File: config.mk
export PLATFORM = sky130hd
export DESIGN_NAME = rfo_top
export DESIGN_NICKNAME = d
export VERILOG_FILES = /design/src/rtl/rfo_pkg.sv /design/src/rtl/rfo_alu.sv /design/src/rtl/rfo_bank.sv /design/src/rtl/rfo_top.sv
export VERILOG_INCLUDE_DIRS = /design/src /design/src/rtl
export SDC_FILE = /design/constraint.sdc
export NUM_CORES = 1
export LEC_CHECK = 0
export BUFFER_PORTS_ARGS = -buffer_cell sky130_fd_sc_hd__buf_2
export CELL_PAD_IN_SITES_DETAIL_PLACEMENT = 0
export CELL_PAD_IN_SITES_GLOBAL_PLACEMENT = 1
export CORE_MARGIN = 2
export CORE_UTILIZATION = 31
export CTS_CLUSTER_DIAMETER = 80
export DETAILED_ROUTE_END_ITERATION = 8
export PLACE_DENSITY = 0.81
export RECOVER_POWER = 50
export SYNTH_ARGS = -nofsm -noshare
export SYNTH_HDL_FRONTEND = slang
export SYNTH_SLANG_ARGS = --single-unit
File: constraint.sdc
create_clock -name MCLK -period 1.8 [get_ports MCLK]
set_input_delay 0.36 -clock MCLK [delete_from_list [all_inputs] [get_ports MCLK]]
set_output_delay 0.36 -clock MCLK [all_outputs]
set_load 0.01 [all_outputs]
File: src/rtl/rfo_defines.svh
// constants for the rotate and fill datapath slice
// Behaviour
// (RQ1) rotate_left_plain moves bit 7 into bit 0; carry_flag not involved.
// (RQ2) rotate_left_plain updates negative_flag and zero_flag only; carry_flag kept.
// (RQ3) rotate_right_carry: old bit 0 to carry_flag, old carry_flag to bit 7.
// (RQ4) rotate_right_plain moves bit 0 into bit 7; updates negative and zero only.
// (RQ5) fill_ones_instr writes FFh to file register; no dest bit; flags untouched.
// (RQ6) rotates: dest bit 0 writes working_reg, dest bit 1 writes file register.
// (RQ7) access bit 0 uses access bank; access bit 1 uses bank_select_reg.
// (RQ8) rotate_left_carry: old bit 7 to carry_flag, old carry_flag to bit 0.
// (RQ9) negative_flag is result bit 7; zero_flag set when result is zero.
`ifndef RFO_DEFINES_SVH
`define RFO_DEFINES_SVH
// ==========================================
// instruction fields
`define RFO_OPC_HI 15
`define RFO_OPC_LO 10
`define RFO_FILL_LO 9
`define RFO_DEST_BIT 9
`define RFO_ACC_BIT 8
`define RFO_F_HI 7
`define RFO_OPC_RLP 6'h11
`define RFO_OPC_RLC 6'h0D
`define RFO_OPC_RRC 6'h0C
`define RFO_OPC_RRP 6'h10
`define RFO_OPC_FILL 7'h34
`define RFO_FILL_VAL 8'hFF
// ==========================================
// access bank split
`define RFO_ACC_SPLIT_BIT 7
`define RFO_ACC_LO_BANK 4'h0
`define RFO_ACC_HI_BANK 4'hF
// ==========================================
// register map, byte addresses
`define RFO_REG_WORKING_REG 4'h0
`define RFO_REG_BANK 4'h4
`define RFO_REG_STAT 4'h8
`define RFO_REG_LAST 4'hC
`define RFO_STAT_C 0
`define RFO_STAT_Z 2
`define RFO_STAT_N 4
`define RFO_LAST_BUSY 8
`define RFO_RST_BYTE 8'h00
`define RFO_RST_BANK 4'h0
`endif

File: src/rtl/rfo_pkg.sv
// types for the rotate and fill datapath slice
package rfo_pkg;
    typedef enum logic [2:0] {
        OP_NONE = 3'h0,
        OP_RLP = 3'h1,
        OP_RLC = 3'h2,
        OP_RRC = 3'h3,
        OP_RRP = 3'h4,
        OP_FILL = 3'h5
    } rfo_op_type;
    typedef enum logic [1:0] {
        ST_IDLE = 2'h0,
        ST_READ = 2'h1,
        ST_EXEC = 2'h2,
        ST_WB = 2'h3
    } rfo_state_type;
endpackage

File: src/rtl/rfo_alu.sv
// combinational rotate and fill unit with flag results
`timescale 1ns/100ps
`include "rfo_defines.svh"
module rfo_alu (
    input wire rfo_pkg::rfo_op_type op,
    input wire logic [7:0] opnd,
    input wire logic c_in,
    output logic [7:0] res,
    output logic c_out,
    output logic n_out,
    output logic z_out
);
    always_comb begin
        res = opnd;
        c_out = c_in;
        unique case (op)
            rfo_pkg::OP_RLP: res = {opnd[6:0], opnd[7]}; // RQ1 RQ2
            rfo_pkg::OP_RLC: begin
                res = {opnd[6:0], c_in}; // RQ8
                c_out = opnd[7]; // RQ8
            end
            rfo_pkg::OP_RRC: begin
                res = {c_in, opnd[7:1]}; // RQ3
                c_out = opnd[0]; // RQ3
            end
            rfo_pkg::OP_RRP: res = {opnd[0], opnd[7:1]}; // RQ4
            rfo_pkg::OP_FILL: res = `RFO_FILL_VAL; // RQ5
            rfo_pkg::OP_NONE: res = opnd;
        endcase
        n_out = res[7]; // RQ9
        z_out = (res == 8'h00); // RQ9
    end
endmodule

File: src/rtl/rfo_bank.sv
// file address former: access bank or banked by bank_select_reg
`timescale 1ns/100ps
`include "rfo_defines.svh"
module rfo_bank (
    input wire logic acc_sel,
    input wire logic [3:0] bank_sel,
    input wire logic [7:0] f_addr,
    output logic [11:0] full_addr
);
    logic [3:0] acc_bank;
    // low half of the access bank is bank 0, upper half the top bank
    assign acc_bank = f_addr[`RFO_ACC_SPLIT_BIT] ? `RFO_ACC_HI_BANK : `RFO_ACC_LO_BANK;
    assign full_addr = {acc_sel ? bank_sel : acc_bank, f_addr}; // RQ7
endmodule

File: src/rtl/rfo_top.sv
// rotate and fill datapath slice with AHB-Lite register access
//
// Implementation choices: the AHB-Lite slave port and the address map.
`timescale 1ns/100ps
`include "rfo_defines.svh"
module rfo_top (
    input wire logic MCLK,
    input wire logic RST,
    input wire logic HSEL,
    input wire logic [31:0] HADDR,
    input wire logic [1:0] HTRANS,
    input wire logic HWRITE,
    input wire logic [2:0] HSIZE,
    input wire logic [31:0] HWDATA,
    input wire logic HREADY,
    output logic [31:0] HRDATA,
    output logic HREADYOUT,
    output logic HRESP,
    input wire logic [15:0] INSTR,
    input wire logic INSTR_VALID,
    output logic INSTR_READY,
    output logic [11:0] FILE_ADDR,
    output logic FILE_RE,
    input wire logic [7:0] FILE_RDATA,
    output logic FILE_WE,
    output logic [7:0] FILE_WDATA,
    output logic DONE
);
    // ==========================================
    // instruction decode
    rfo_pkg::rfo_state_type state_q;
    rfo_pkg::rfo_op_type dec_op;
    rfo_pkg::rfo_op_type op_q;
    logic dec_dest;
    logic take;
    logic dest_q;
    logic [7:0] opnd_q;
    logic [7:0] working_reg_q;
    logic [3:0] bank_q;
    logic c_q;
    logic z_q;
    logic n_q;
    logic [7:0] last_q;
    logic [11:0] addr_d;
    logic [7:0] res;
    logic c_new;
    logic n_new;
    logic z_new;
    logic to_file;

    always_comb begin
        dec_op = rfo_pkg::OP_NONE;
        unique case (INSTR[`RFO_OPC_HI:`RFO_OPC_LO])
            `RFO_OPC_RLP: dec_op = rfo_pkg::OP_RLP;
            `RFO_OPC_RLC: dec_op = rfo_pkg::OP_RLC;
            `RFO_OPC_RRC: dec_op = rfo_pkg::OP_RRC;
            `RFO_OPC_RRP: dec_op = rfo_pkg::OP_RRP;
            default: dec_op = rfo_pkg::OP_NONE;
        endcase
        if (INSTR[`RFO_OPC_HI:`RFO_FILL_LO] == `RFO_OPC_FILL) begin
            dec_op = rfo_pkg::OP_FILL;
        end
    end

    // fill has no destination bit: bit 9 is opcode there
    assign dec_dest = (dec_op == rfo_pkg::OP_FILL) ? 1'b1 : INSTR[`RFO_DEST_BIT]; // RQ5
    assign INSTR_READY = (state_q == rfo_pkg::ST_IDLE);
    // foreign opcodes are never taken, so the sequencer stays idle and ready
    assign take = INSTR_VALID && INSTR_READY && (dec_op != rfo_pkg::OP_NONE);

    rfo_bank u_bank (
        .acc_sel(INSTR[`RFO_ACC_BIT]),
        .bank_sel(bank_q),
        .f_addr(INSTR[`RFO_F_HI:0]),
        .full_addr(addr_d)
    );

    rfo_alu u_alu (
        .op(op_q),
        .opnd(opnd_q),
        .c_in(c_q),
        .res(res),
        .c_out(c_new),
        .n_out(n_new),
        .z_out(z_new)
    );

    // ==========================================
    // sequencer: decode, read f, process, write
    always_ff @(posedge MCLK) begin
        if (RST) begin
            state_q <= rfo_pkg::ST_IDLE;
        end else begin
            unique case (state_q)
                rfo_pkg::ST_IDLE: if (take) state_q <= rfo_pkg::ST_READ;
                rfo_pkg::ST_READ: state_q <= rfo_pkg::ST_EXEC;
                rfo_pkg::ST_EXEC: state_q <= rfo_pkg::ST_WB;
                rfo_pkg::ST_WB: state_q <= rfo_pkg::ST_IDLE;
            endcase
        end
    end

    always_ff @(posedge MCLK) begin
        if (RST) begin
            op_q <= rfo_pkg::OP_NONE;
            dest_q <= 1'b1;
            FILE_ADDR <= 12'h000;
        end else if (take) begin
            op_q <= dec_op;
            dest_q <= dec_dest;
            FILE_ADDR <= addr_d; // RQ7
        end
    end

    always_ff @(posedge MCLK) begin
        if (RST) begin
            FILE_RE <= 1'b0;
        end else begin
            FILE_RE <= take;
        end
    end

    // memory answers in the cycle the read strobe stands
    always_ff @(posedge MCLK) begin
        if (RST) begin
            opnd_q <= `RFO_RST_BYTE;
        end else if (state_q == rfo_pkg::ST_READ) begin
            opnd_q <= FILE_RDATA;
        end
    end

    assign to_file = (state_q == rfo_pkg::ST_EXEC) && dest_q;

    always_ff @(posedge MCLK) begin
        if (RST) begin
            FILE_WE <= 1'b0;
            FILE_WDATA <= `RFO_RST_BYTE;
        end else begin
            FILE_WE <= to_file; // RQ6
            if (to_file) begin
                FILE_WDATA <= res;
            end
        end
    end

    always_ff @(posedge MCLK) begin
        if (RST) begin
            DONE <= 1'b0;
            last_q <= `RFO_RST_BYTE;
        end else begin
            DONE <= (state_q == rfo_pkg::ST_EXEC);
            if (state_q == rfo_pkg::ST_EXEC) begin
                last_q <= res;
            end
        end
    end

    // ==========================================
    // AHB-Lite slave, zero wait states
    logic wr_pend_q;
    logic [3:0] wr_addr_q;
    logic rd_sel;
    logic [3:0] rd_addr;
    logic [31:0] rd_word;
    logic [31:0] rd_mux;
    logic exec_now;

    assign HREADYOUT = 1'b1;
    assign HRESP = 1'b0;
    assign rd_sel = HSEL && HTRANS[1] && HREADY && !HWRITE;
    assign rd_addr = HADDR[3:0];
    assign exec_now = (state_q == rfo_pkg::ST_EXEC);

    always_ff @(posedge MCLK) begin
        if (RST) begin
            wr_pend_q <= 1'b0;
            wr_addr_q <= 4'h0;
        end else if (HREADY) begin
            wr_pend_q <= HSEL && HTRANS[1] && HWRITE;
            wr_addr_q <= HADDR[3:0];
        end
    end

    // core writeback outranks a software write in the same cycle
    always_ff @(posedge MCLK) begin
        if (RST) begin
            working_reg_q <= `RFO_RST_BYTE;
        end else if (exec_now && !dest_q) begin
            working_reg_q <= res; // RQ6
        end else if (wr_pend_q && wr_addr_q == `RFO_REG_WORKING_REG) begin
            working_reg_q <= HWDATA[7:0];
        end
    end

    always_ff @(posedge MCLK) begin
        if (RST) begin
            bank_q <= `RFO_RST_BANK;
        end else if (wr_pend_q && wr_addr_q == `RFO_REG_BANK) begin
            bank_q <= HWDATA[3:0];
        end
    end

    always_ff @(posedge MCLK) begin
        if (RST) begin
            c_q <= 1'b0;
            z_q <= 1'b0;
            n_q <= 1'b0;
        end else if (exec_now && op_q != rfo_pkg::OP_FILL) begin
            c_q <= c_new; // RQ2 RQ3 RQ8
            z_q <= z_new; // RQ9
            n_q <= n_new; // RQ9
        end else if (wr_pend_q && wr_addr_q == `RFO_REG_STAT) begin
            c_q <= HWDATA[`RFO_STAT_C];
            z_q <= HWDATA[`RFO_STAT_Z];
            n_q <= HWDATA[`RFO_STAT_N];
        end
    end

    always_comb begin
        rd_word = 32'h0000_0000;
        unique case (rd_addr)
            `RFO_REG_WORKING_REG: rd_word[7:0] = working_reg_q;
            `RFO_REG_BANK: rd_word[3:0] = bank_q;
            `RFO_REG_STAT: begin
                rd_word[`RFO_STAT_C] = c_q;
                rd_word[`RFO_STAT_Z] = z_q;
                rd_word[`RFO_STAT_N] = n_q;
            end
            `RFO_REG_LAST: begin
                rd_word[7:0] = last_q;
                rd_word[`RFO_LAST_BUSY] = !INSTR_READY;
            end
            default: rd_word = 32'h0000_0000;
        endcase
    end

    // a read right behind a write to the same word sees the new data
    always_comb begin
        rd_mux = rd_word;
        if (wr_pend_q && wr_addr_q == rd_addr && rd_addr != `RFO_REG_LAST) begin
            rd_mux = HWDATA & rd_word_mask(rd_addr);
        end
    end

    function automatic logic [31:0] rd_word_mask(input logic [3:0] a);
        logic [31:0] m;
        m = 32'h0000_0000;
        unique case (a)
            `RFO_REG_WORKING_REG: m = 32'h0000_00FF;
            `RFO_REG_BANK: m = 32'h0000_000F;
            `RFO_REG_STAT: m = 32'h0000_0015;
            default: m = 32'h0000_0000;
        endcase
        return m;
    endfunction

    always_ff @(posedge MCLK) begin
        if (RST) begin
            HRDATA <= 32'h0000_0000;
        end else if (rd_sel) begin
            HRDATA <= rd_mux;
        end
    end
endmodule

After elaboration in Yosys (flattened, before gate mapping)
Cells that the tools add are included.

Register bits after elaboration: 97. Latch bits: 0. RAM bits: 0. Memory bits (read-only): 0. Logic and storage cells: 96. Memories kept: 0.

$add $sub $neg: 0. $mul: 0. Divide/modulo/power cells: 0. Magnitude comparators: 0. Eq/ne operators: 24. Shift operators: 0. Multiplexer cells: 27. Bitwise gates (word level): 1. Reduce and logical (&&, ||, !) cells: 26.

Operators by type and width (count): 32-bit 2-to-1 mux (2); 8-bit case mux with 6 select lines (1); 32-bit bitwise AND (1); 8-bit case mux with 3 select lines (1); 8-bit 2-to-1 mux (2); 1-bit logical AND (14); 4-bit == test, second input constant (3); 6-bit by 4-bit == test with 1-bit output, second input constant (2); 6-bit by 5-bit == test with 1-bit output, second input constant (2); 3-bit case mux with 4 select lines (1); 3-bit == test, second input constant (3); 1-bit case mux with 3 select lines (3); 4-bit by 3-bit == test with 1-bit output, second input constant (2); 4-bit zero test (2); 8-bit zero test (1); 1-bit 2-to-1 mux (8); 4-bit 2-to-1 mux (2); 1-bit case mux with 4 select lines (2); 2-bit case mux with 4 select lines (1); 7-bit by 6-bit == test with 1-bit output, second input constant (1); 3-bit by 2-bit == test with 1-bit output, second input constant (2); 3-bit case mux with 2 select lines (1); 2-bit == test, second input constant (2); 4-bit == test (1); 15 further kinds (18).

Logic depth before layout (Yosys ltp)
Gate-level depths: netlist of the first run.

Word-level depth: 7. Gate-level depth with buffers: 8. Mapped depth without buffers: 7.

Hierarchy
Synthesis of the first run repeated with hierarchy kept, for this count alone.

Cell total of the unflattened synthesis: 470. Area, all modules: 4122.7 um^2.

By module, submodules not included: rfo_top (times used 1, cells each 389, area an instance 3554.7 um^2, seq. area each 1481.4 um^2); rfo_alu (times used 1, cells each 69, area an instance 462.9 um^2, seq. area each 0.0 um^2); rfo_bank (times used 1, cells each 12, area an instance 105.1 um^2, seq. area each 0.0 um^2).

Worst setup path before layout of the first run
OpenSTA, ideal clock, no wires.

Path type: flip-flop to flip-flop. Start: register wr_addr_q[1]. End: register z_q. Library setup time: 84 ps. Data arrival time: 1571 ps. Setup slack: 145 ps. Stages on the path, launching flop included: 7. Path buffers: 1. Cell sequence: dfxtp_1 -> nand2b_1 -> or4b_1 -> clkbuf_1 -> mux2i_1 -> or3_1 -> o31ai_2.

Word-level cells in the longest chain between the ends: 3.

Ends and longest elaborated chain: start: declaration (RTL line rfo_top.sv:161) `logic [3:0] wr_addr_q;`; start signal: assignment (RTL line rfo_top.sv:180) `wr_addr_q <= HADDR[3:0];`; 4-bit == test (no line); 1-bit logical AND (no line); 2-bit nonzero test (no line); end signal: assignment (RTL line rfo_top.sv:210) `z_q <= z_new;`; end signal: assignment (RTL line rfo_top.sv:214) `` z_q <= HWDATA[`RFO_STAT_Z]; ``; end: declaration (RTL line rfo_top.sv:41) `logic z_q;`.

Every way passes these cells. A chain may end at the register's enable or synchronous reset.

Worst setup path in the final report of the first run
Start: register op_q[1]. End: register z_q.

Word-level cells in the longest chain between the ends: 4. Elaborated cells between the ends (all ways): 12. Those cells by class: eq/ne (6); mux (2); reduce/logical (4).

Ends and longest elaborated chain: start: declaration (RTL line rfo_top.sv:33) `rfo_pkg::rfo_op_type op_q;`; start signal: assignment (RTL line rfo_top.sv:105) `op_q <= rfo_pkg::OP_NONE;`; start signal: assignment (RTL line rfo_top.sv:109) `op_q <= dec_op;`; 3-bit == test, or another cell as far along (RTL line rfo_alu.sv:16) `unique case (op)`; 8-bit case mux with 6 select lines (RTL line rfo_alu.sv:16); 8-bit zero test (RTL line rfo_alu.sv:31) `z_out = (res == 8'h00);`; 1-bit 2-to-1 mux (RTL line rfo_top.sv:208) `end else if (exec_now && op_q != rfo_pkg::OP_FILL) begin`.

Parallel ways exist; a longest one is shown, timed or not.

==> results of run 1 <==
## area by class of cell
type / instances / area (um^2) / area share
multi-input cells: 345 / 2190 / 0.443
flip-flops and latches: 74 / 1490 / 0.300
repair buffers: 117 / 683 / 0.138
clock buffers: 9 / 225 / 0.0455
well taps: 172 / 215 / 0.0434
clock inverters: 7 / 116 / 0.0235
inverters: 9 / 33.8 / 0.00682
## timing repair
item | 4_1_cts | 5_1_grt
pin swaps | 0 | 1
endpoints found under the setup margin | 5 | 4
resized for setup | 3 | 10
buffers inserted | 0 | 2
## power groups by stage
stage,combinational (W),clock [W],sequential [W]
after global routing,0.000807,0.00220,0.00182
after CTS,0.000722,0.00213,0.00180
after global placement,0.000699,0,0.00183
after detailed placement,0.000717,0,0.00184
final,0.000727,0.00208,0.00181
after floorplan,0.000483,0,0.00182
## per-stage QoR
step | TNS, ns | hold WS [ns] | area [um^2] | std cells
after floorplan | 0 | 0.450 | 4000 | 487
after global placement | -0.485 | 0.441 | 4590 | 715
after detailed placement | -1.39 | 0.444 | 4590 | 715
after CTS | 0 | 0.244 | 4940 | 731
after global routing | -0.0435 | 0.251 | 4950 | 733
final | 0 | 0.250 | 4950 | 733
## per-layer routing
metal  global-route usage  vias to the layer above  share of wire
li1                     -                     1795              -
met1                0.191                     1626           0.48
met2                0.240                       74           0.46
met3               0.0358                       14          0.045
met4               0.0667                        0          0.018
met5                    0                        -              0
## layout by cell type (no fill, tap or decap), types with 4 or more instances in the layout
| master | synthesis | layout |
|---|---|---|
| nor2b_1 | 19 | 19 |
| nand2_1 | 39 | 38 |
| a211oi_1 | 25 | 25 |
| conb_1 | 2 | 25 |
| nand2b_1 | 7 | 7 |
| clkbuf_16 | 0 | 9 |
| o21ai_0 | 13 | 13 |
| a22oi_1 | 5 | 5 |
| dfxtp_1 | 74 | 72 |
| a221oi_1 | 6 | 6 |
| or3_1 | 4 | 4 |
| inv_1 | 9 | 9 |
| mux2i_1 | 31 | 31 |
| nor2_1 | 54 | 54 |
| o21a_1 | 4 | 4 |
| buf_4 | 26 | 36 |
| nor3_1 | 11 | 10 |
| and4_1 | 4 | 4 |
| xnor2_1 | 4 | 4 |
| a21oi_1 | 28 | 27 |
| clkbuf_1 | 18 | 35 |
| buf_2 | 8 | 42 |
| nand3_1 | 5 | 5 |
## worst register-to-register path: stages, from the launching register on
cell	delay, ns
dfxtp_4	0.36
buf_4	0.15
buf_6	0.14
nor3_2	0.11
a21oi_1	0.06
o221a_2	0.27
or3_1	0.36
o31ai_2	0.22
## path summary, 6_finish.rpt
kind / end / slack (ns) / depth (start not counted)
max: z_q / 0.06 / 7
min: opnd_q[5] / 0.25 / 3
max reg2reg: z_q / 0.06 / 7
min reg2reg: FILE_ADDR[4] / 0.46 / 2
## kinds of logic after synthesis
kind of cell	synth area share
AOI/OAI and AO/OA	0.197
xor gates and xnor gates	0.00894
adders and majority gates	0.00958
buffers and inverters	0.0984
DFF	0.378
muxes	0.0885
other	0.00192
and+or+nand+nor	0.217
## registers in the layout, indices dropped and copies added (netlist names), 4 cells and up
| signal | count |
|---|---|
| working_reg_q | 8 |
| FILE_ADDR | 12 |
| bank_q | 4 |
| wr_addr_q | 4 |
| HRDATA | 9 |
| last_q | 8 |
| FILE_WDATA | 8 |
| opnd_q | 8 |
==> results.py, run 1 <==
metrics = {
    "status": {
        "status": "completed",
    },
    "final_layout": {
        "layout-area-overhead-vs-synth_pct": 26.5,
        "drive_gt1_frac": 0.214,
        "fin_nets": 658,
        "n_fill_cell": 1291,
        "post-route-util": 0.397,
        "diodes": 0,
    },
    "floorplan": {
        "io_pins": 157,
        "start_util": 0.314,
        "fp-row-count": 41,
        "die_w_um": 116,
        "core_um2": 12500,
        "fp.dieArea_um2": 13600,
        "die_y_um": 116,
    },
    "yosys": {
        "ys_types": 57,
        "netlist_top_cells_count": "dfxtp_1 (74), nor2_1 (54), nand2_1 (39), mux2i_1 (31), a21oi_1 (28)",
        "synth.most_common_cell": "dfxtp_1",
        "yosysTopAreaCell": "dfxtp_1",
        "dominantRegCellSynth": "dfxtp_1",
        "avgSynthCellArea_um2": 8.44,
        "async_reset_ff_frac": 0,
        "yosysSeqAreaShare": 0.378,
        "synth.top_cell.area_share": 0.378,
        "synth.area.top_cells": "dfxtp_1 (38%), mux2i_1 (7.9%), nor2_1 (5.2%), buf_4 (5.0%), a211oi_1 (4.8%)",
        "ys_ff_latch": 74,
        "synth_edf_count": 0,
        "yosysWarnings": 0,
        "postSynthCellCount": 464,
        "syn_area_um2": 3920,
    },
    "setup_path": {
        "end_kind": "flop",
        "startpoint": "op_q[1]",
        "crit_family": "compound AO/OA/AOI/OAI gates",
        "critPathRequiredTime_ns": 2.06,
        "cp_slowest_cell": "dfxtp_4",
        "crit_fanout": 13,
        "crit_path_start_kind": "flop",
        "critPathBufInv": 2,
        "cp_data_arrival_time_ns": 2.01,
        "crit_path_max_incr_delay_ns": 0.36,
        "path_cells": "buf_4 > buf_6 > nor3_2 > a21oi_1 > o221a_2 > or3_1 > o31ai_2",
        "critical_path_class": "reg -> reg",
        "rr_startpoint": "op_q[1]",
    },
    "grt": {
        "gr-total-overflow": 0,
        "grt_first_pass_wirelength_mm": 15.9,
        "grt_max_degree": 29,
        "gr-usage-all-layers": 0.149,
        "antenna_found_initial": 0,
        "grt_pass1_vias": 3236,
    },
    "clock_tree": {
        "clk_pin_slew_worst_paths_ns": 0.06,
        "cts.htree.levels": 3,
        "ctsHoldBuffers": 0,
        "cts.sink_count": 74,
        "cts_tree": "yes",
        "clockRootBuffer": "clkbuf_16",
        "numCtsBuffers": 9,
        "clk_latency_ns": 0.35,
        "clockBufferDepth": 2,
    },
    "timing": {
        "slew_violations": 0,
        "skew_ns": 0.00602,
        "layout_setup_ws_ns": 0.0566,
        "fin_crit_ns": 1.74,
        "relSlewSlack": 0.0894,
        "tightestPinTransition_ns": 1.37,
        "finalHoldViolations": 0,
        "setup_viol": 0,
        "period_share": 0.969,
        "fmax_ghz": 0.574,
    },
    "power": {
        "pwr-share-seq": 0.392,
        "vdd_drop_max_mv": 0.335,
        "p_clk_frac": 0.451,
        "leakagePower_nw": 1.90,
        "p_int_w": 0.00339,
        "power_density_nw_per_um2": 931,
        "power_switching_w": 0.00122,
        "netSwitchingFraction": 0.265,
        "combPwrFrac": 0.157,
        "power_w": 0.00461,
    },
    "min_path": {
        "min_path_type": "in -> reg",
        "min_from": "FILE_RDATA[5]",
    },
    "place": {
        "place_ws_ns": -0.118,
        "hpwl_mm": 7.47,
        "gp_congestion": 0.863,
        "port_buffers": 75,
    },
    "route": {
        "post-route-drc-count": 0,
        "avgRoutedWirePerCell_um": 13.6,
        "drt_first_pass_iters": 4,
        "final_antenna_net_count": 0,
        "drtIter0Drc": 200,
        "viasPerCell": 4.79,
        "vias": 3509,
        "routed_wl_mm": 9.96,
    },
    "flow_run": {
        "drv_cap": 0,
    },
}
Note: power is estimated with default switching activity, not from simulation.
==> inputs of run 2 (changes only) <==
Settings changed: CAP_MARGIN set to 20, CORE_UTILIZATION 31 to 32, CTS_BUF_LIST set to sky130_fd_sc_hd__clkbuf_8, PLACE_DENSITY 0.81 to 0.83.
==> results.py, run 2 (synthesis gave the netlist of run 1 again) <==
metrics = {
    "power": {
        "combPwrFrac": 0.180,
        "p_int_w": 0.00287,
        "netSwitchingFraction": 0.278,
        "power_switching_w": 0.00110,
        "leakagePower_nw": 1.84,
        "power_density_nw_per_um2": 832,
        "vdd_drop_max_mv": 0.289,
        "p_clk_frac": 0.367,
        "pwr-share-seq": 0.454,
    },
    "clock_tree": {
        "clk_pin_slew_worst_paths_ns": 0.08,
        "clockRootBuffer": "clkbuf_8",
        "clockBufferDepth": 2,
        "clk_latency_ns": 0.35,
        "cts.sink_count": 74,
        "cts.htree.levels": 3,
        "numCtsBuffers": 9,
        "ctsHoldBuffers": 0,
        "cts_tree": "yes",
    },
    "timing": {
        "layout_setup_ws_ns": 0.0467,
        "tightestPinTransition_ns": 0.730,
        "skew_ns": 0.00539,
        "slew_violations": 0,
        "period_share": 0.974,
        "fin_crit_ns": 1.75,
        "setup_viol": 0,
        "fmax_ghz": 0.570,
        "relSlewSlack": 0.513,
        "tns_ns": 0,
        "finalHoldViolations": 0,
    },
    "final_layout": {
        "largest_reg_flops": 12,
        "fin_nets": 657,
        "drive_gt1_frac": 0.209,
        "top_register": "FILE_ADDR",
        "layout-area-overhead-vs-synth_pct": 21.9,
        "final_cell_mix": "dfxtp_1 (72), nor2_1 (54), buf_2 (42)",
        "final_common_cell": "dfxtp_1",
        "post-route-util": 0.399,
        "diodes": 0,
        "largest_registers": "FILE_ADDR (12), HRDATA (9)",
    },
    "setup_path": {
        "critical_path_class": "reg -> reg",
        "end_kind": "flop",
        "critPathRequiredTime_ns": 2.08,
        "crit_path_max_incr_delay_ns": 0.38,
        "cp_slowest_cell": "or3_1",
        "crit_path_start_kind": "flop",
        "crit_fanout": 14,
        "cp_data_arrival_time_ns": 2.03,
        "path_cells": "buf_4 > buf_6 > nor4_2 > a21oi_1 > o221a_4 > or3_1 > o31ai_2",
    },
    "grt": {
        "grt_busiest_layer": "met2",
        "grt_pass1_vias": 3246,
        "antenna_found_initial": 0,
        "globalRouteMet3Util": 0.0212,
        "met1_usage": 0.194,
        "gr-usage-all-layers": 0.150,
        "grt_first_pass_wirelength_mm": 15.8,
        "gr-total-overflow": 0,
        "grtUsageMet2": 0.247,
        "grt_max_degree": 33,
    },
    "flow_run": {
        "drv_cap": 0,
    },
    "status": {
        "status": "completed",
    },
    "route": {
        "viasPerCell": 4.99,
        "routed_wl_mm": 9.86,
        "final_antenna_net_count": 0,
        "post-route-drc-count": 0,
        "vias": 3524,
        "drt_first_pass_iters": 4,
        "avgRoutedWirePerCell_um": 14.0,
        "drtIter0Drc": 223,
    },
    "floorplan": {
        "start_util": 0.328,
        "die_y_um": 115,
        "fp-row-count": 40,
        "core_um2": 12000,
        "die_w_um": 115,
        "fp.dieArea_um2": 13100,
        "io_pins": 157,
    },
    "place": {
        "port_buffers": 75,
        "gp_congestion": 0.814,
        "hpwl_mm": 7.58,
        "place_ws_ns": -0.107,
    },
    "min_path": {
        "min_path_type": "in -> reg",
    },
}
==> run 2: cell types whose count changed in the layout (fill, tap and decap cells not counted), sizes merged <==
cell / delta
inv: +1
clkinv: -2
bufinv: -1
buf: -2
clkinvlp: -1
clkbuf: +3
==> run 2: what timing repair did <==
item / CTS / global route
endpoints found under the setup margin: 0 / 11
buffers inserted: 0 / 1
resized for setup: 0 / 13
==> run 2: power groups by stage <==
stage               Combinational, W  Clock (W)  Sequential [W]
finish                      0.000713    0.00146         0.00180
global route                0.000784    0.00155         0.00181
CTS                         0.000715    0.00149         0.00180
detailed placement          0.000711          0         0.00183
global placement            0.000689          0         0.00183
floorplan                   0.000483          0         0.00182
==> run 2: area by class of cell <==
cell class,count,area [um^2]
sequential,74,1490
timing repair buffer,116,661
tap,147,184
fill,1214,7190
clock buffer,11,151
clock inverter,4,67.6
inverter,9,33.8
multi-input combinational,345,2190
==> run 2: stage by stage <==
stage                     total power (W)  hold WS (ns)  cell area (um^2)  instances
final                             0.00397         0.237              4770        706
after CTS                         0.00400         0.223              4760        705
after detailed placement          0.00255         0.447              4540        690
after floorplan                   0.00230         0.450              4000        487
after global routing              0.00415         0.226              4770        706
after global placement            0.00252         0.440              4540        690
==> run 2: critical path, delay by kind of cell (launching register included) <==
family | cells | cell delay (ns)
and+or+nand+nor | 2 | 0.61
DFF | 1 | 0.36
AOI/OAI and AO/OA | 3 | 0.42
buffers and inverters | 2 | 0.28
==> run 2: path summary, 6_finish.rpt <==
path / slack [ns] / cells after the start / endpoint / from
setup / recovery: 0.05 / 7 / z_q / op_q[1]
hold / removal: 0.24 / 3 / FILE_ADDR[1] / INSTR[1]
setup reg to reg: 0.05 / 7 / z_q / op_q[1]
hold reg to reg: 0.46 / 2 / FILE_ADDR[5] / FILE_ADDR[5]
==> run 2: per-layer routing <==
| layer | routed length [um] | part of all wire |
|---|---|---|
| met2 | 4670 | 0.47 |
| met3 | 470 | 0.048 |
| met4 | 163 | 0.017 |
| met1 | 4550 | 0.46 |
| met5 | 0 | 0 |
